===== src/shared/sas_pkg.sv =====
// Constants, encodings and types shared by the converter sequencer files.
// Overview of operation
// - Sixteen analog inputs pass through one selector to a single sample-and-hold.
// - Results live in a sixteen-word, twelve-bit buffer that software cannot write.
// - Acquisition begins when software sets sample_request with the converter enabled.
// - Each result is stored; done and interrupt flag set once the count completes.
// - samples_per_irq gives one to sixteen sequences per interrupt; 0111 means eight.
// - split_buffer makes two eight-word halves, alternating after every interrupt event.
// - alternate_inputs clear uses group A only; set alternates group A and B.
// - scan_enable steps group A through channels marked in scan_select_reg.
// - Scanning runs low to high, restarts each interrupt; extra selections are skipped.
// - Trigger source 000 starts conversion when software clears sample_request.
// - Trigger source 111 converts after auto_sample_time converter clocks of acquisition.
// - Timer and external events also serve as triggers, three alternates in total.
// - Clearing converter_on aborts conversion, halts sequencing, writes no partial result.
// - Disable arriving together with an auto-start wins; no conversion begins.
// - Every conversion lasts fifteen converter clock periods.
// - Converter clock period is instruction cycle times half of clock_select plus one.
// - rc_clock_select picks the internal RC oscillator as converter clock.
// - port_config_reg sets analog or digital pins; input_select_reg picks channels.
// - output_format presents results as integer, signed integer or left-justified fraction.
// - Reset turns the converter off and aborts activity, leaving buffer contents intact.
package sas_pkg;
    localparam int NUM_CH     = 16;
    localparam int CH_W       = 4;
    localparam int RES_W      = 12;
    localparam int BUS_W      = 16;
    localparam int PAD_W      = BUS_W - RES_W;
    localparam int BUF_WORDS  = 16;
    localparam int FIFO_WORDS = 32;
    localparam int DIV_W      = 16;
    localparam int SEL_A_LSB  = 0;
    localparam int SEL_B_LSB  = 8;

    localparam logic [4:0] CONV_LAST = 5'h0E;

    localparam logic [2:0] TRIG_SW    = 3'h0;
    localparam logic [2:0] TRIG_EXT   = 3'h1;
    localparam logic [2:0] TRIG_TMR_A = 3'h2;
    localparam logic [2:0] TRIG_TMR_B = 3'h3;
    localparam logic [2:0] TRIG_AUTO  = 3'h7;

    localparam logic [1:0] FMT_INT   = 2'h0;
    localparam logic [1:0] FMT_SINT  = 2'h1;
    localparam logic [1:0] FMT_FRAC  = 2'h2;
    localparam logic [1:0] FMT_SFRAC = 2'h3;

    typedef enum logic [1:0] {
        SAS_IDLE,
        SAS_SAMPLE,
        SAS_CONVERT
    } sas_state_type;
endpackage


===== src/shared/sas_stream_if.sv =====
// Valid/ready word stream between the sequencer and its result FIFO.
interface sas_stream_if #(
    parameter int W = 12
);
    logic         valid;
    logic         ready;
    logic [W-1:0] data;

    modport src (output valid, output data, input ready);
    modport snk (input valid, input data, output ready);
endinterface


===== src/rtl/sar_adc_sequencer.sv =====
// Acquisition, trigger, channel and result-buffer sequencing for the 12-bit converter.
module sar_adc_sequencer #(
    parameter int HALF_TCY_CLKS = 1,
    parameter int FIFO_DEPTH    = sas_pkg::FIFO_WORDS
) (
    input  wire logic        clk,
    input  wire logic        rst,
    input  wire logic        converter_on,
    input  wire logic        sample_request,
    input  wire logic        auto_sample,
    input  wire logic [2:0]  trigger_source,
    input  wire logic [4:0]  auto_sample_time,
    input  wire logic [3:0]  samples_per_irq,
    input  wire logic        split_buffer,
    input  wire logic        alternate_inputs,
    input  wire logic        scan_enable,
    input  wire logic [1:0]  output_format,
    input  wire logic [5:0]  clock_select,
    input  wire logic        rc_clock_select,
    input  wire logic        rc_clk_pin,
    input  wire logic [15:0] input_select_reg,
    input  wire logic [15:0] port_config_reg,
    input  wire logic [15:0] scan_select_reg,
    input  wire logic        timer_a_trig,
    input  wire logic        timer_b_trig,
    input  wire logic        ext_trig_pin,
    input  wire logic [11:0] conv_result,
    input  wire logic        irq_clear,
    input  wire logic        rd_en,
    input  wire logic [3:0]  rd_addr,
    output logic      [15:0] rd_data,
    output logic             rd_valid,
    output logic      [3:0]  mux_channel,
    output logic      [15:0] analog_enable,
    output logic             sample_hold,
    output logic             converting,
    output logic             conv_tad_tick,
    output logic             done,
    output logic             conversion_irq_flag,
    output logic             active_half
);
    localparam int RW = sas_pkg::RES_W;
    localparam int CW = sas_pkg::CH_W;

    function automatic logic [15:0] sas_format(input logic [11:0] d, input logic [1:0] f);
        case (f)
            sas_pkg::FMT_INT:  return {{sas_pkg::PAD_W{1'b0}}, d};
            sas_pkg::FMT_SINT: return {{sas_pkg::PAD_W{d[RW-1]}}, d};
            default:           return {d, {sas_pkg::PAD_W{1'b0}}};
        endcase
    endfunction

    // Lowest selected channel at or above 'from'; wraps to the lowest one if none is left.
    function automatic logic [3:0] sas_next_set(input logic [15:0] mask, input logic [4:0] from);
        logic [3:0] hit;
        logic       found;
        hit   = 4'h0;
        found = 1'b0;
        for (int i = sas_pkg::NUM_CH - 1; i >= 0; i--) begin
            if (mask[i] && (5'(i) >= from)) begin
                hit   = 4'(i);
                found = 1'b1;
            end
        end
        if (!found) begin
            for (int i = sas_pkg::NUM_CH - 1; i >= 0; i--) begin
                if (mask[i]) begin
                    hit = 4'(i);
                end
            end
        end
        return hit;
    endfunction

    // Pin synchronisers; only the second stage and its delayed copy feed logic.
    logic rc_meta_ff;
    logic rc_sync_ff;
    logic rc_prev_ff;
    logic ext_meta_ff;
    logic ext_sync_ff;
    logic ext_prev_ff;

    always_ff @(posedge clk) begin
        if (rst) begin
            rc_meta_ff  <= 1'b0;
            rc_sync_ff  <= 1'b0;
            rc_prev_ff  <= 1'b0;
            ext_meta_ff <= 1'b0;
            ext_sync_ff <= 1'b0;
            ext_prev_ff <= 1'b0;
        end else begin
            rc_meta_ff  <= rc_clk_pin;
            rc_sync_ff  <= rc_meta_ff;
            rc_prev_ff  <= rc_sync_ff;
            ext_meta_ff <= ext_trig_pin;
            ext_sync_ff <= ext_meta_ff;
            ext_prev_ff <= ext_sync_ff;
        end
    end

    // Converter clock: (clock_select + 1) half instruction cycles, or the RC oscillator.
    logic [sas_pkg::DIV_W-1:0] div_ff;
    logic [sas_pkg::DIV_W-1:0] nxt_div;
    logic [sas_pkg::DIV_W-1:0] tad_period;
    logic                      div_tick;
    logic                      tad_tick;

    assign tad_period = ({10'h000, clock_select} + 16'h0001) * 16'(HALF_TCY_CLKS);
    assign div_tick   = (div_ff == tad_period - 16'h0001);
    assign tad_tick   = rc_clock_select ? (rc_sync_ff && !rc_prev_ff) : div_tick;

    always_comb begin
        nxt_div = div_ff + 16'h0001;
        if (!converter_on || div_tick || rc_clock_select) begin
            nxt_div = 16'h0000;
        end
    end

    always_ff @(posedge clk) begin
        if (rst) begin
            div_ff <= 16'h0000;
        end else begin
            div_ff <= nxt_div;
        end
    end

    // Result path: the FIFO decouples conversion from buffer writes that bus reads can stall.
    sas_stream_if #(.W(RW)) res_in ();
    sas_stream_if #(.W(RW)) res_out ();

    sas_fifo #(
        .WIDTH (RW),
        .DEPTH (FIFO_DEPTH)
    ) u_sas_fifo (
        .clk   (clk),
        .rst   (rst),
        .in_s  (res_in.snk),
        .out_s (res_out.src)
    );

    // Sequencer.
    sas_pkg::sas_state_type state_ff;
    sas_pkg::sas_state_type nxt_state;
    logic [4:0]             cnt_ff;
    logic [4:0]             nxt_cnt;
    logic [3:0]             seq_ff;
    logic [3:0]             nxt_seq;
    logic                   alt_b_ff;
    logic                   nxt_alt_b;
    logic [4:0]             scan_pos_ff;
    logic [4:0]             nxt_scan_pos;
    logic [CW-1:0]          chan_ff;
    logic [CW-1:0]          nxt_chan;
    logic                   chan_b_ff;
    logic                   nxt_chan_b;
    logic                   sample_request_prev_ff;
    logic                   trig_hit;
    logic                   seq_start;

    always_comb begin
        case (trigger_source)
            sas_pkg::TRIG_SW:    trig_hit = sample_request_prev_ff && !sample_request;
            sas_pkg::TRIG_EXT:   trig_hit = ext_sync_ff && !ext_prev_ff;
            sas_pkg::TRIG_TMR_A: trig_hit = timer_a_trig;
            sas_pkg::TRIG_TMR_B: trig_hit = timer_b_trig;
            sas_pkg::TRIG_AUTO:  trig_hit = (cnt_ff == auto_sample_time);
            default:             trig_hit = 1'b0;
        endcase
    end

    assign res_in.valid = (state_ff == sas_pkg::SAS_CONVERT) && converter_on && tad_tick
                          && (cnt_ff == sas_pkg::CONV_LAST);
    assign res_in.data  = conv_result;

    always_comb begin
        nxt_state    = state_ff;
        nxt_cnt      = cnt_ff;
        nxt_seq      = seq_ff;
        nxt_alt_b    = alt_b_ff;
        nxt_scan_pos = scan_pos_ff;
        nxt_chan     = chan_ff;
        nxt_chan_b   = chan_b_ff;
        seq_start    = 1'b0;
        if (!converter_on) begin
            // Disable outranks any trigger or auto-start arriving in the same cycle.
            nxt_state    = sas_pkg::SAS_IDLE;
            nxt_cnt      = 5'h00;
            nxt_seq      = 4'h0;
            nxt_alt_b    = 1'b0;
            nxt_scan_pos = 5'h00;
        end else begin
            case (state_ff)
                sas_pkg::SAS_IDLE: begin
                    if (sample_request && !sample_request_prev_ff) begin
                        seq_start = 1'b1;
                    end
                end
                sas_pkg::SAS_SAMPLE: begin
                    if (tad_tick && cnt_ff != 5'h1F) begin
                        nxt_cnt = cnt_ff + 5'h01;
                    end
                    // A conversion only starts while the FIFO can take its result.
                    if (trig_hit && res_in.ready) begin
                        nxt_state = sas_pkg::SAS_CONVERT;
                        nxt_cnt   = 5'h00;
                    end
                end
                sas_pkg::SAS_CONVERT: begin
                    if (tad_tick) begin
                        nxt_cnt = cnt_ff + 5'h01;
                    end
                    if (res_in.valid) begin
                        nxt_state = sas_pkg::SAS_IDLE;
                        if (seq_ff == samples_per_irq) begin
                            nxt_seq      = 4'h0;
                            nxt_alt_b    = 1'b0;
                            nxt_scan_pos = 5'h00;
                        end else begin
                            nxt_seq   = seq_ff + 4'h1;
                            nxt_alt_b = alternate_inputs && !alt_b_ff;
                            if (!chan_b_ff) begin
                                nxt_scan_pos = {1'b0, chan_ff} + 5'h01;
                            end
                        end
                        seq_start = auto_sample;
                    end
                end
                default: nxt_state = sas_pkg::SAS_IDLE;
            endcase
            if (seq_start) begin
                nxt_state  = sas_pkg::SAS_SAMPLE;
                nxt_cnt    = 5'h00;
                // Choose from the next group and scan position, because an auto restart
                // must not reuse the channel of the sequence that has just finished.
                nxt_chan_b = alternate_inputs && nxt_alt_b;
                if (nxt_chan_b) begin
                    nxt_chan = input_select_reg[sas_pkg::SEL_B_LSB +: CW];
                end else if (scan_enable) begin
                    nxt_chan = sas_next_set(scan_select_reg, nxt_scan_pos);
                end else begin
                    nxt_chan = input_select_reg[sas_pkg::SEL_A_LSB +: CW];
                end
            end
        end
    end

    always_ff @(posedge clk) begin
        if (rst) begin
            state_ff     <= sas_pkg::SAS_IDLE;
            cnt_ff       <= 5'h00;
            seq_ff       <= 4'h0;
            alt_b_ff     <= 1'b0;
            scan_pos_ff  <= 5'h00;
            chan_ff      <= 4'h0;
            chan_b_ff    <= 1'b0;
            sample_request_prev_ff <= 1'b0;
        end else begin
            state_ff     <= nxt_state;
            cnt_ff       <= nxt_cnt;
            seq_ff       <= nxt_seq;
            alt_b_ff     <= nxt_alt_b;
            scan_pos_ff  <= nxt_scan_pos;
            chan_ff      <= nxt_chan;
            chan_b_ff    <= nxt_chan_b;
            sample_request_prev_ff <= sample_request;
        end
    end

    // Buffer writer. It yields to bus reads so the array never sees both in one cycle.
    logic [RW-1:0] result_buffer [sas_pkg::BUF_WORDS];
    logic [3:0]    off_ff;
    logic [3:0]    nxt_off;
    logic          half_ff;
    logic          nxt_half;
    logic          done_ff;
    logic          nxt_done;
    logic          irq_ff;
    logic          nxt_irq;
    logic          wr_en;
    logic          irq_evt;
    logic [3:0]    wr_idx;

    assign res_out.ready = !rd_en;
    assign wr_en         = res_out.valid && res_out.ready;
    assign irq_evt       = wr_en && (off_ff == samples_per_irq);
    assign wr_idx        = split_buffer ? {half_ff, off_ff[2:0]} : off_ff;

    always_comb begin
        nxt_off  = off_ff;
        nxt_half = half_ff;
        if (wr_en) begin
            nxt_off = off_ff + 4'h1;
        end
        if (irq_evt) begin
            nxt_off  = 4'h0;
            nxt_half = split_buffer && !half_ff;
        end
        if (!converter_on) begin
            nxt_off  = 4'h0;
            nxt_half = 1'b0;
        end
        nxt_done = irq_evt || (done_ff && !seq_start);
        nxt_irq  = irq_evt || (irq_ff && !irq_clear);
    end

    always_ff @(posedge clk) begin
        if (rst) begin
            off_ff   <= 4'h0;
            half_ff  <= 1'b0;
            done_ff  <= 1'b0;
            irq_ff   <= 1'b0;
            rd_data  <= 16'h0000;
            rd_valid <= 1'b0;
        end else begin
            off_ff   <= nxt_off;
            half_ff  <= nxt_half;
            done_ff  <= nxt_done;
            irq_ff   <= nxt_irq;
            rd_data  <= sas_format(result_buffer[rd_addr], output_format);
            rd_valid <= rd_en;
        end
    end

    // No reset and no software port: contents survive reset and only results write it.
    always_ff @(posedge clk) begin
        if (wr_en) begin
            result_buffer[wr_idx] <= res_out.data;
        end
    end

    always_ff @(posedge clk) begin
        if (rst) begin
            analog_enable <= 16'h0000;
        end else begin
            analog_enable <= ~port_config_reg;
        end
    end

    assign mux_channel         = chan_ff;
    assign sample_hold         = (state_ff == sas_pkg::SAS_SAMPLE);
    assign converting          = (state_ff == sas_pkg::SAS_CONVERT);
    assign conv_tad_tick       = tad_tick;
    assign done                = done_ff;
    assign conversion_irq_flag = irq_ff;
    assign active_half         = half_ff;

    property p_sw_trigger;
        @(posedge clk) disable iff (rst)
        (state_ff == sas_pkg::SAS_SAMPLE) && converter_on && res_in.ready
        && (trigger_source == sas_pkg::TRIG_SW) && $fell(sample_request)
        |=> (state_ff == sas_pkg::SAS_CONVERT);
    endproperty
    a_sw_trigger: assert property (p_sw_trigger) else $error("Software trigger missed");

    property p_auto_trigger;
        @(posedge clk) disable iff (rst)
        (state_ff == sas_pkg::SAS_SAMPLE) && converter_on && res_in.ready
        && (trigger_source == sas_pkg::TRIG_AUTO) && (cnt_ff == auto_sample_time)
        |=> (state_ff == sas_pkg::SAS_CONVERT) && (cnt_ff == 5'h00);
    endproperty
    a_auto_trigger: assert property (p_auto_trigger) else $error("Auto-start missed");

    property p_disable_wins;
        @(posedge clk) disable iff (rst)
        !converter_on |-> !res_in.valid ##1 (state_ff == sas_pkg::SAS_IDLE);
    endproperty
    a_disable_wins: assert property (p_disable_wins) else $error("Disable did not abort");

    property p_conv_holds;
        @(posedge clk) disable iff (rst)
        (state_ff == sas_pkg::SAS_CONVERT) && converter_on && !res_in.valid
        |=> (state_ff == sas_pkg::SAS_CONVERT);
    endproperty
    a_conv_holds: assert property (p_conv_holds) else $error("Conversion ended early");

    property p_push_cause;
        @(posedge clk) disable iff (rst)
        res_in.valid |-> tad_tick && (cnt_ff == sas_pkg::CONV_LAST) && converter_on;
    endproperty
    a_push_cause: assert property (p_push_cause) else $error("Result pushed off schedule");

    property p_irq_event;
        @(posedge clk) disable iff (rst)
        wr_en && (off_ff == samples_per_irq)
        |=> conversion_irq_flag && done && (off_ff == 4'h0);
    endproperty
    a_irq_event: assert property (p_irq_event) else $error("Interrupt event not flagged");

    property p_irq_sticky;
        @(posedge clk) disable iff (rst)
        conversion_irq_flag && !irq_clear |=> conversion_irq_flag;
    endproperty
    a_irq_sticky: assert property (p_irq_sticky) else $error("Interrupt flag dropped");

    property p_half_flip;
        @(posedge clk) disable iff (rst)
        irq_evt && split_buffer && converter_on |=> (active_half != $past(active_half));
    endproperty
    a_half_flip: assert property (p_half_flip) else $error("Buffer half did not alternate");

    property p_group_a;
        @(posedge clk) disable iff (rst)
        seq_start && converter_on && !alternate_inputs && !scan_enable
        |=> (mux_channel == $past(input_select_reg[3:0]));
    endproperty
    a_group_a: assert property (p_group_a) else $error("Group A channel not selected");

    property p_tad_spacing;
        @(posedge clk) disable iff (rst)
        div_tick && !rc_clock_select && converter_on && (clock_select != 6'h00)
        |=> !div_tick;
    endproperty
    a_tad_spacing: assert property (p_tad_spacing) else $error("Converter clock too fast");
endmodule


===== src/rtl/sas_fifo.sv =====
// Synchronous FIFO with valid/ready on both sides for conversion results.
module sas_fifo #(
    parameter int WIDTH = 12,
    parameter int DEPTH = 32
) (
    input wire logic   clk,
    input wire logic   rst,
    sas_stream_if.snk  in_s,
    sas_stream_if.src  out_s
);
    // DEPTH must be a power of two: the extra pointer bit tells full from empty.
    localparam int AW = $clog2(DEPTH);

    logic [WIDTH-1:0] mem [DEPTH];
    logic [AW:0]      wr_ff;
    logic [AW:0]      rd_ff;
    logic [AW:0]      nxt_wr;
    logic [AW:0]      nxt_rd;
    logic             full;
    logic             empty;
    logic             push;
    logic             pop;

    assign full  = (wr_ff[AW] != rd_ff[AW]) && (wr_ff[AW-1:0] == rd_ff[AW-1:0]);
    assign empty = (wr_ff == rd_ff);
    assign push  = in_s.valid && !full;
    assign pop   = out_s.valid && out_s.ready;

    assign in_s.ready  = !full;
    assign out_s.valid = !empty;
    assign out_s.data  = mem[rd_ff[AW-1:0]];

    always_comb begin
        nxt_wr = wr_ff;
        nxt_rd = rd_ff;
        if (push) begin
            nxt_wr = wr_ff + {{AW{1'b0}}, 1'b1};
        end
        if (pop) begin
            nxt_rd = rd_ff + {{AW{1'b0}}, 1'b1};
        end
    end

    always_ff @(posedge clk) begin
        if (rst) begin
            wr_ff <= '0;
            rd_ff <= '0;
        end else begin
            wr_ff <= nxt_wr;
            rd_ff <= nxt_rd;
        end
    end

    always_ff @(posedge clk) begin
        if (push) begin
            mem[wr_ff[AW-1:0]] <= in_s.data;
        end
    end

    property p_no_overflow;
        @(posedge clk) disable iff (rst)
        full && !pop |=> $stable(wr_ff);
    endproperty
    a_no_overflow: assert property (p_no_overflow) else $error("FIFO write pointer moved while full");
endmodule


===== config.mk =====
export PLATFORM = sky130hd
export DESIGN_NAME = sar_adc_sequencer
export DESIGN_NICKNAME = d
export VERILOG_FILES = /design/src/shared/sas_pkg.sv /design/src/shared/sas_stream_if.sv /design/src/rtl/sar_adc_sequencer.sv /design/src/rtl/sas_fifo.sv
export SDC_FILE = /design/constraint.sdc
export NUM_CORES = 1
export LEC_CHECK = 0
export BUFFER_PORTS_ARGS = -buffer_cell sky130_fd_sc_hd__buf_2
export CORE_MARGIN = 5
export CORE_UTILIZATION = 44
export CTS_CLUSTER_DIAMETER = 50
export DETAILED_ROUTE_END_ITERATION = 12
export PLACE_DENSITY = 0.59
export SETUP_SLACK_MARGIN = 0.1
export SYNTH_ARGS = -nofsm -noshare
export SYNTH_HDL_FRONTEND = slang
export SYNTH_SLANG_ARGS = --single-unit

===== constraint.sdc =====
create_clock -name clk -period 5.9 [get_ports clk]
set_input_delay 0.295 -clock clk [delete_from_list [all_inputs] [get_ports clk]]
set_output_delay 0.295 -clock clk [all_outputs]
set_load 0.05 [all_outputs]

# Yosys cells after proc, flatten, opt, wreduce, memory -nomap -nowiden

Memory sizes are Yosys's and may differ from the RTL's. A register that Yosys moved wholly into a read port is not among the register bits.
Cells that the tools add are included.

Add/subtract/negate cells: 9
Order comparisons: 16
Eq/ne operators: 23
Muxes and demuxes: 88
Bitwise logic cells: 3
Reductions and logical operators: 63

Operators by type and width:

| kind                                                | number |
|---|---|
| two-way mux 4 bit                                   | 37 |
| two-way mux 5 bit                                   | 10 |
| >= comparator 4 x 5 -> 1 bit, first input constant  | 8 |
| logical AND 1 bit                                   | 34 |
| two-way mux 1 bit                                   | 34 |
| one-hot mux 16 bit (2 select lines)                 | 1 |
| >= comparator 3 x 5 -> 1 bit, first input constant  | 4 |
| adder 16 x 1 -> 16 bit, second input constant       | 1 |
| equality test 16 bit                                | 1 |
| NOT 16 bit                                          | 1 |
| adder 6 x 1 -> 6 bit, second input constant         | 2 |
| zero test 1 bit                                     | 12 |
| equality test 5 bit                                 | 2 |
| >= comparator 1 x 5 -> 1 bit, first input constant  | 2 |
| >= comparator 2 x 5 -> 1 bit, first input constant  | 2 |
| one-hot mux 5 bit (2 select lines)                  | 1 |
| != test 3 x 1 -> 1 bit, second input constant       | 3 |
| AND reduction 3 bit                                 | 3 |
| adder 4 x 1 -> 4 bit, second input constant         | 2 |
| equality test 4 bit                                 | 2 |
| subtractor 7 x 1 -> 8 bit, second input constant    | 1 |
| adder 6 x 1 -> 7 bit, second input constant         | 1 |
| equality test 3 x 2 -> 1 bit, second input constant | 2 |
| equality test 6 bit                                 | 1 |
| 23 further kinds                                    | 35 |

Register bits: 97
RAM bits: 576
Output and inout port bits: 43
Word-level logic and storage cells: 229
Memories: 2

Memories:

| name           | words | width | rd ports | clocked after Yosys merged registers in | write ports | line                     | text |
|---|---|---|---|---|---|---|---|
| u_sas_fifo.mem | 32    | 12    | 1        | 1                                       | 1           | sas_fifo.sv:14           | `logic [WIDTH-1:0] mem [DEPTH];` |
| result_buffer  | 16    | 12    | 1        | 0                                       | 1           | sar_adc_sequencer.sv:270 | `logic [RW-1:0] result_buffer [sas_pkg::BUF_WORDS];` |

# Longest topological paths before layout

Gate-level depths: netlist (run 1).

Depth in word-level cells: 46
Mapped depth: 14
Mapped depth without buffers: 12

# By module

Synthesis (run 1) repeated with hierarchy kept, for this count alone.

Cell total of the unflattened synthesis: 1,767
Area total of the unflattened synthesis: 27,720.3 um^2

Modules (own cells, without submodules):

| module            | instances | cells an instance | area an instance (um^2) |
|---|---|---|---|
| sas_fifo          | 1         | 940               | 15,922.8 |
| sar_adc_sequencer | 1         | 827               | 11,797.6 |

# Worst setup path before layout (run 1)

OpenSTA, ideal clock, no wires.

Path kind: reg2reg
Start: reg div_ff[11] in the netlist's numbering
End: reg cnt_ff[3]
Arrival time: 3.523 ns
Path slack: 2.263 ns
Stages on the path, launching flop included: 11
Path buffers: 0
Clock period less this slack: 3.637 ns
Cell sequence: dfxtp_1 > or4_4 > nor4_4 > and3_2 > inv_1 > o21ai_0 > o22ai_1 > a21boi_1 > nand4_1 > xor2_1 > nor2_1

Cells in the longest elaborated chain, start to end: 8
Elaborated cells on any way between the ends: 12
Classes of those cells: 3 x eq/ne; 4 x mux; 5 x reduce/logical

Ends and longest elaborated chain:

| item                               | line                     | text |
|---|---|---|
| from (decl)                        | sar_adc_sequencer.sv:102 | `logic [sas_pkg::DIV_W-1:0] div_ff;` |
| from (signal assigned)             | sar_adc_sequencer.sv:123 | `div_ff <= nxt_div;` |
| equality test 16 bit *             | sar_adc_sequencer.sv:109 | `assign div_tick = (div_ff == tad_period - 16'h0001);` |
| two-way mux 1 bit *                | sar_adc_sequencer.sv:110 | `assign tad_tick = rc_clock_select ? (rc_sync_ff && !rc_prev_ff) : div_tick;` |
| named net conv_tad_tick            | sar_adc_sequencer.sv:37  | `output logic conv_tad_tick,` |
| logical AND 1 bit                  | sar_adc_sequencer.sv:171 | `assign res_in.valid = (state_ff == sas_pkg::SAS_CONVERT) && converter_on && tad_tick` |
| logical AND 1 bit                  | sar_adc_sequencer.sv:172 | `&& (cnt_ff == sas_pkg::CONV_LAST);` |
| two-way mux 1 bit                  | sar_adc_sequencer.sv:212 | `if (res_in.valid) begin` |
| one-hot mux 1 bit (2 select lines) | sar_adc_sequencer.sv:192 | `case (state_ff)` |
| two-way mux 1 bit                  | sar_adc_sequencer.sv:184 | `if (!converter_on) begin` |
| OR reduction 3 bit (no line)       | --                       |  |
| to (signal assigned)               | sar_adc_sequencer.sv:259 | `cnt_ff <= nxt_cnt;` |
| to (decl)                          | sar_adc_sequencer.sv:144 | `logic [4:0] cnt_ff;` |

The timed path passes the listed nets; every way through them passes the cells marked *. The select of a mux whose other input is x is not followed.
A chain may end at the register's enable or synchronous reset.

# Final worst setup path (run 1)

Start: reg div_ff[11] in the netlist's numbering
End: mem u_sas_fifo.mem[2][6], enable pin

Cells in the longest elaborated chain, start to end: 7

Ends and longest elaborated chain:

| item                                    | line                     | text |
|---|---|---|
| equality test 16 bit                    | sar_adc_sequencer.sv:109 |  |
| two-way mux 1 bit                       | sar_adc_sequencer.sv:110 |  |
| logical AND 1 bit                       | sar_adc_sequencer.sv:171 |  |
| logical AND 1 bit                       | sar_adc_sequencer.sv:172 |  |
| logical AND 1 bit                       | sas_fifo.sv:26           | `assign push = in_s.valid && !full;` |
| two-way mux 1 bit                       | sas_fifo.sv:55           | `if (push) begin` |
| two-way mux 1 bit (not written as such) | sas_fifo.sv:56           | `mem[wr_ff[AW-1:0]] <= in_s.data;` |
| to (decl)                               | sas_fifo.sv:14           |  |

No other way between the ends.

==> qor.yml, run 1 <==
outcome: "finished clean"
fmax_mhz: 254
max_slew_margin_pct: 17.4
wl_met2_um: 27900
portBuffers: 133
insertedDiodeCount: 0
path_class: "reg2reg"
cts_tree: "yes"
hold_violations: 0
drc_errors: 0
max-vdd-ir-drop_mv: 0.247
placeableCoreArea_sq_mm: 0.0615
ys_ff_latch: 678
final_cell_mix: "edfxtp_1 (576), mux4_2 (180), nor2_1 (148), buf_2 (132), dfxtp_1 (99)"
power_per_cell_area_mw_per_mm2: 315
maxSlewViolCount: 0
synthCells: 1496
ys_warn_count: 0
switching_share_pct: 20.7
ys_seq_area_share_pct: 71.2
critPathCaptureType: "flop"
layout_commonest_cell: "edfxtp_1"
async_flop_share_pct: 0
clock-root-buffer: "clkbuf_16"
rsz0062_at_grt: "no"
p_int_mw: 7.85
setup_viol: 0
nets: 1818
met1_length_um: 26400
crit_required_ns: 6.11
pwr-share-clk_pct: 44.1
antenna_found_initial: 0
rr_worst_depth: 7
dieArea_sq_mm: 0.0668
syn-mean-instance-area_sq_um: 18.2
ys.flop_type: "edfxtp_1"
fin_skew_ns: 0.0160
grt-ovfl-total: 0
clock-sinks: 678
initial_core_util_pct: 44.2
arrival_ns: 4.15
viasPerCell: 5.53
critPathMaxFanout: 12
grt_pass1_vias: 14700
drive_gt1_share_pct: 27.9
finalCritPeriodShare_pct: 66.9
tns_ns: 0
track_usage_pct: 17.6
numCtsBuffers: 74
power_frac_comb_pct: 3.4
grt_max_degree: 60
grt_pass1_wl_um: 89700
seqPwrFrac_pct: 52.5
num_rows: 91
drt_wl_total_um: 58800
leakagePower_nw: 10.2
fillers: 5045
die_h_um: 259
htree_levels: 3
clk_pin_slew_ns: 0.06
synth_cell_types: 71
syn-cell-area_sq_mm: 0.0272
top_layer_used: "met4"
drt_iter0_markers: 1111
tightest_slew_ns: 1.23
drv_cap: 0
whs_path_depth: 3
synth_nets: 1613
area_growth_pct: 15.7
clockBufferDepth: 3
gp_congestion: 0.853
synth_enable_flop_cells: 576
firstDrtPassIters: 5
die_w_um: 259
fin_util_pct: 51.1
vias: 14100
ant_nets: 0
hp-class: "in2reg"
p_sw_mw: 2.05
dp_hpwl_um: 36900
start_kind: "flop"
post_drt_wl_per_cell_um: 23.0
dr_wl_met3_um: 3390
insertion_delay_ns: 0.60
min_period_ns: 3.94
pin_count: 142
==> metal layers <==
layer / vias up / track usage (%)
li1: 6382 / -
met1: 7267 / 25.4
met2: 390 / 27.8
met3: 80 / 3.62
met4: 0 / 4.31
met5: - / 0
==> cells in the mapped netlist, types with 3 or more instances <==
library cell	instances	area share (%)
xnor2_1	23	0.74
o21ai_1	7	0.13
or3_1	8	0.18
a211oi_1	6	0.17
nand2b_1	9	0.21
xor2_1	31	1.0
and2_1	8	0.18
clkbuf_1	42	0.58
a21o_1	3	0.083
nand4b_1	3	0.097
nand3_1	23	0.42
mux2i_1	14	0.52
a31oi_1	7	0.16
nor4_1	10	0.23
nor3_1	18	0.33
a21oi_1	34	0.63
nand2_1	52	0.72
nor2_1	148	2.0
o211ai_1	5	0.14
buf_6	3	0.12
ha_1	18	0.83
nor3b_1	4	0.11
or4_1	3	0.083
edfxtp_1	576	64
mux2_2	12	0.50
buf_1	15	0.21
nand4_1	10	0.23
o221ai_1	3	0.097
o21ai_0	16	0.29
or2_2	4	0.092
buf_4	3	0.083
nor2b_1	13	0.30
dfxtp_1	102	7.5
nand3b_1	9	0.25
inv_1	25	0.35
mux4_2	180	15
and3_1	6	0.14
==> kinds of logic after synthesis <==
kind of cell | after synthesis | synth area share [%]
compound gates | 110 | 2.84
mux | 206 | 15.9
simple gates | 340 | 6.10
flops | 678 | 71.2
xor+xnor | 54 | 1.74
fa+ha+maj | 18 | 0.829
buf+inv | 90 | 1.39
==> final timing paths <==
check	slack, ns	from	to
worst max-delay path	1.96	div_ff[11]	u_sas_fifo.mem[2][6]
worst min-delay path	0.07	input_select_reg[3]	mux_channel[3]
worst min register to register	0.45	ext_meta_ff	ext_sync_ff
worst max register to register	1.96	div_ff[11]	u_sas_fifo.mem[2][6]
==> metrics by stage <==
step                instances  power [mW]  hold slack [ns]  setup slack, ns  cell area (sq um)
global route             2552        10.2           0.0568             1.62              31400
floorplan                1496        5.49            0.362             2.26              27200
finish                   2552        9.90           0.0737             1.96              31400
global placement         2390        5.62            0.419             2.02              28900
detailed placement       2390        5.63            0.438             1.97              28900
CTS                      2552        10.0           0.0350             1.96              31400
==> layout make-up <==
cell class	instances	area [sq um]	share of cell area [%]
multi-input combinational	728	7480	23.8
clock buffer	110	2110	6.72
sequential	678	19300	61.6
timing repair buffer	194	1200	3.82
clock inverter	27	206	0.657
inverter	25	93.8	0.299
tap	790	988	3.15
==> worst max-delay path, cell delays in order (launching register included) <==
cell     delay (ns)
dfxtp_1        0.34
or4_4          0.56
nor4_4         0.37
and3_2         0.26
a21oi_1        0.12
nor2_1         0.38
nand2_1        0.44
nor2_1         1.07
==> registers in the layout (all words and copies together), names as in the netlist, 5 cells and up, named ones only <==
| signal | count |
|---|---|
| div_ff | 16 |
| u_sas_fifo.rd_ff | 6 |
| analog_enable | 16 |
| u_sas_fifo.wr_ff | 6 |
| u_sas_fifo.mem | 384 |
| scan_pos_ff | 5 |
| rd_data | 16 |
| result_buffer | 192 |
| cnt_ff | 5 |
==> timing repair <==
action / CTS / global route
hold buffers: 25 / 0
setup buffers: 0 / 0
hold endpoints to repair: 28 / 0
resized for setup: 0 / 0
==> power by group through the flow <==
stage | logic, mW | clock network, mW | registers [mW]
after CTS | 0.344 | 4.48 | 5.19
after global placement | 0.324 | 0 | 5.30
after floorplan | 0.132 | 0 | 5.36
after global routing | 0.369 | 4.68 | 5.19
after detailed placement | 0.331 | 0 | 5.30
final | 0.341 | 4.37 | 5.20
Power figures use the tool's default switching activity.
==> run 2, diff against run 1 <==
==> constraint.sdc (replaced) <==
create_clock -name clk -period 4 [get_ports clk]
set_input_delay 0.2 -clock clk [delete_from_list [all_inputs] [get_ports clk]]
set_output_delay 0.2 -clock clk [all_outputs]
set_load 0.05 [all_outputs]
==> run 2 against run 1 <==
Design area up 1.5%. Critical path depth up 3. Flip-flop and latch count unchanged. Count of clock-buffer cells in the layout down 10. Register-to-register slack worse by 1.5 ns. Setup slack worse by 1.5 ns. Critical path type unchanged. Critical endpoint is now mux_channel[2]. Largest cell class unchanged.
==> qor.yml, run 2 (synthesis results as in run 1) <==
cp_num_buf_inv: 0
clock-sinks: 678
dieArea_sq_mm: 0.0668
max-vdd-ir-drop_mv: 0.416
crit_slowest_cell: "or4_4"
grt_pass1_vias: 14500
insertion_delay_ns: 0.60
clockBufferDepth: 3
num_rows: 91
track_usage_pct: 17.5
setup_viol: 0
drc_errors: 0
crit_required_ns: 4.51
crit_chain: "or4_4 -> nor4_4 -> nand4b_1 -> a31oi_1 -> and2_1 -> a21oi_1 -> o31ai_1 -> and4b_1 -> a211o_1 -> a211oi_2"
firstDrtPassIters: 7
leakagePower_nw: 10.4
clk_pin_slew_ns: 0.06
finalCritPeriodShare_pct: 89.4
final_cell_mix: "edfxtp_1 (576), mux4_2 (180), nor2_1 (148), buf_2 (132), dfxtp_1 (99)"
fmax_mhz: 280
ant_nets: 0
viasPerCell: 5.54
die_h_um: 259
path_class: "reg2reg"
critical_path.endpoint: "mux_channel[2]"
grt-ovfl-total: 0
tns_ns: 0
r2r_slack_ns: 0.42
rr_worst_depth: 10
fin_cells: 2590
cts_tree: "yes"
fillers: 4975
vias: 14300
gp_congestion: 0.845
drive_gt1_share_pct: 29.6
critPathMaxFanout: 10
drt_iter0_markers: 1106
portBuffers: 133
hp-class: "in2reg"
fin_util_pct: 51.9
cts_setup_buffers: 0
post_drt_wl_per_cell_um: 22.6
drt_wl_total_um: 58600
critPathMaxStageDelay_ns: 0.54
rr_endpoint: "mux_channel[2]"
hold_violations: 0
fin_skew_ns: 0.0185
pin_count: 142
dp_hpwl_um: 37100
tightest_slew_ns: 1.09
dp.cells: 2419
clock-root-buffer: "clkbuf_16"
antenna_found_initial: 1
arrival_ns: 4.09
grt_max_degree: 59
nets: 1860
critPathCaptureType: "flop"
rsz0062_at_grt: "no"
power_per_cell_area_mw_per_mm2: 465
outcome: "finished clean"
max_slew_margin_pct: 27.2
htree_levels: 3
r2r_start: "div_ff[10]"
numCtsBuffers: 78
largest_reg_flops: 384
crit_start: "div_ff[10]"
cp_num_cells: 10
initial_core_util_pct: 44.2
layout_commonest_cell: "edfxtp_1"
drv_cap: 0
grt_pass1_wl_um: 89200
placeableCoreArea_sq_mm: 0.0615
start_kind: "flop"
die_w_um: 259
min_period_ns: 3.58
maxSlewViolCount: 0
crit_family: "simple AND/OR/NAND/NOR gates"
area_growth_pct: 17.4
-- run 2: changes by cell type in the layout (fill, tap and decap cells not counted), sizes merged --
cell / previous run / this run
buf: 169 / 198
clkbuf: 110 / 100
dlygate4sd3: 25 / 34
clkinvlp: 0 / 5
inv: 31 / 35
bufinv: 1 / 2
clkinv: 20 / 19
diode: 0 / 1
-- run 2: repair_timing --
| item | in CTS | in global routing |
|---|---|---|
| hold endpoints to repair | 32 | 0 |
| hold buffers | 34 | 0 |
| setup endpoints to repair | 0 | 2 |
| resized for setup | 0 | 1 |
-- run 2: worst reg2reg max path, cell delays in order, from the launching register on --
cell and delay, ns:
dfxtp_1 0.35, or4_4 0.54, nor4_4 0.37, nand4b_1 0.27
a31oi_1 0.29, and2_1 0.40, a21oi_1 0.16, o31ai_1 0.39
and4b_1 0.25, a211o_1 0.30, a211oi_2 0.18
-- run 2: final cells by class --
type	count	area [sq um]	area share [%]
flip-flops and latches	678	19300	60.7
repair buffers	232	1570	4.93
clock buffers	100	2130	6.68
inverters	25	93.8	0.294
diodes	1	2.50	0.00785
clock inverters	36	280	0.879
multi-input cells	728	7480	23.5
well taps	790	988	3.10
-- run 2: through the flow --
stage	hold slack (ns)	area, sq um	total power, mW	worst slack (ns)
after floorplan	0.267	27200	8.09	0.363
after global placement	0.357	29100	8.29	0.488
after detailed placement	0.358	29100	8.30	0.448
after CTS	0.00590	31900	15.0	0.426
after global routing	0.0261	31900	15.4	0.175
final	0.0443	31900	14.8	0.424
-- run 2: how the worst min path moves through the flow --
stage / from / end / slack [ns] / cells past startpoint
floorplan: port_config_reg[15] / analog_enable[15] / 0.27 / 1
global placement: port_config_reg[0] / analog_enable[0] / 0.36 / 2
detailed placement: port_config_reg[15] / analog_enable[15] / 0.36 / 2
CTS: output_format[1] / rd_data[11] / 0.006 / 3
global route: output_format[1] / rd_data[8] / 0.03 / 3
finish: output_format[1] / rd_data[11] / 0.04 / 3
-- run 2: per-layer routing --
layer	share of wire (%)	track usage, %	vias up
li1	-	-	6467
met1	46	25.9	7399
met2	46	26.9	380
met3	5.0	3.21	96
met4	2.7	5.27	0
met5	0	0	-
-- run 2: power breakdown --
part           switching (mW)  leakage, nW  total (mW)  internal, mW
Combinational           0.328         3.26       0.512         0.184
Clock                    2.73         1.18        6.64          3.91
Sequential             0.0127         6.01        7.66          7.65
==> run 3, diff against run 2 <==
--- a/config.mk
+++ b/config.mk
@@ -6,6 +6,7 @@
 export NUM_CORES = 1
 export LEC_CHECK = 0
 export BUFFER_PORTS_ARGS = -buffer_cell sky130_fd_sc_hd__buf_2
+export CORE_ASPECT_RATIO = 1.5
 export CORE_MARGIN = 5
 export CORE_UTILIZATION = 44
 export CTS_CLUSTER_DIAMETER = 50
==> run 3 against run 2 <==
Wire length is 3.9% higher. Maximum frequency down 1.4%. Flip-flop and latch count did not move. Register-to-register slack worse by 0.05 ns. Critical path type unchanged.
==> qor.yml, run 3 (synthesis results as in run 1) <==
outcome: "finished clean"
cts_setup_buffers: 0
place_ws_ns: 0.410
clock-sinks: 678
portBuffers: 133
drive_gt1_share_pct: 28.9
pin_count: 142
initial_core_util_pct: 44.5
fin_util_pct: 51.8
clk_pin_slew_ns: 0.06
num_rows: 111
hp-class: "in2reg"
hold_violations: 0
dieArea_sq_mm: 0.0669
grt_pass1_wl_um: 92100
tns_ns: 0
vias: 14100
drt_iter0_markers: 1117
pwr-share-clk_pct: 43.6
die_h_um: 314
critPathCaptureType: "flop"
crit_chain: "or4_4 -> nor4_4 -> and4b_1 -> o21ai_1 -> nor2_1 -> a21oi_1 -> o2111ai_1 -> a21boi_1 -> a211o_1 -> a211oi_2"
clockBufferDepth: 3
firstDrtPassIters: 5
crit_slowest_cell: "or4_4"
die_w_um: 213
power_frac_comb_pct: 3.5
drc_errors: 0
critPathMaxStageDelay_ns: 0.56
min_period_ns: 3.63
ant_nets: 0
drt_wl_total_um: 60900
crit_required_ns: 4.53
tightest_slew_ns: 1.19
track_usage_pct: 18.4
grt_max_degree: 41
drv_cap: 0
leakagePower_nw: 10.3
timing.final.ws_setup_ns: 0.372
grt-ovfl-total: 0
max-vdd-ir-drop_mv: 0.365
power_per_cell_area_mw_per_mm2: 457
seqPwrFrac_pct: 52.9
cts_tree: "yes"
rsz0062_at_grt: "no"
placeableCoreArea_sq_mm: 0.0611
post_drt_wl_per_cell_um: 23.6
p_int_mw: 11.5
nets: 1846
gp_congestion: 0.818
antenna_found_initial: 1
viasPerCell: 5.48
largest_reg_flops: 384
insertion_delay_ns: 0.62
max_slew_margin_pct: 20.8
htree_levels: 3
stdcell_area_sq_mm: 0.0317
post_dp_cell_area_sq_mm: 0.0291
fin_skew_ns: 0.0247
area_growth_pct: 16.5
dp_hpwl_um: 39200
clock-root-buffer: "clkbuf_16"
start_kind: "flop"
arrival_ns: 4.15
fmax_mhz: 276
grt_pass1_vias: 15100
setup_viol: 0
final_cell_mix: "edfxtp_1 (576), mux4_2 (180), nor2_1 (148), buf_2 (132), dfxtp_1 (98)"
layout_commonest_cell: "edfxtp_1"
maxSlewViolCount: 0
p_sw_mw: 3.01
finalCritPeriodShare_pct: 90.7
switching_share_pct: 20.8
numCtsBuffers: 68
path_class: "reg2reg"
critPathMaxFanout: 7
## run 3: changes by cell type in the layout (fill, tap and decap cells not counted), sizes merged
cell | previous run | this run
clkinv | 19 | 18
inv | 35 | 31
clkbuf | 100 | 97
dlygate4sd3 | 34 | 32
clkinvlp | 5 | 0
buf | 198 | 196
bufinv | 2 | 4
## run 3: worst paths after layout
check              startpoint  depth (start not counted)  slack (ns)        endpoint
max                div_ff[11]                         10        0.37  mux_channel[2]
min          output_format[1]                          3        0.05      rd_data[5]
max reg2reg        div_ff[11]                         10        0.37  mux_channel[2]
min reg2reg       ext_meta_ff                          1        0.44     ext_sync_ff
## run 3: layout make-up
| cell class | count | area (sq um) |
|---|---|---|
| repair buffers | 228 | 1520 |
| diodes | 1 | 2.50 |
| inverters | 25 | 93.8 |
| flip-flops and latches | 678 | 19300 |
| clock inverters | 28 | 330 |
| multi-input cells | 728 | 7480 |
| well taps | 791 | 990 |
| fillers | 4962 | 29400 |
| clock buffers | 97 | 1900 |
## run 3: critical path, delay by kind of cell (launching register included)
kind | cells | cell delay (ns)
compound gates | 6 | 1.33
simple gates | 4 | 1.85
flops | 1 | 0.35
## run 3: what timing repair did
item	in CTS	in global routing
endpoints found under the hold margin	31	0
hold buffers	32	0
resized for setup	0	0
## run 3: power by group through the flow
stage / registers (mW) / logic [mW] / clock network (mW)
after floorplan: 7.90 / 0.195 / 0
after global placement: 7.81 / 0.475 / 0
after detailed placement: 7.81 / 0.485 / 0
after CTS: 7.66 / 0.511 / 6.48
after global routing: 7.66 / 0.545 / 6.76
final: 7.66 / 0.503 / 6.30
## run 3: routing by layer
metal | track usage, % | share of wire (%) | vias up
li1 | - | - | 6421
met1 | 21.5 | 38 | 7345
met2 | 34.7 | 57 | 271
met3 | 2.30 | 3.5 | 75
met4 | 5.75 | 2.2 | 0
met5 | 0 | 0 | -
## run 3: stage by stage
step / hold WS (ns) / std cells / total power [mW]
floorplan: 0.267 / 1496 / 8.09
finish: 0.0479 / 2576 / 14.5
global route: 0.0450 / 2576 / 15.0
CTS: 0.0110 / 2575 / 14.6
global placement: 0.353 / 2418 / 8.29
detailed placement: 0.357 / 2418 / 8.30
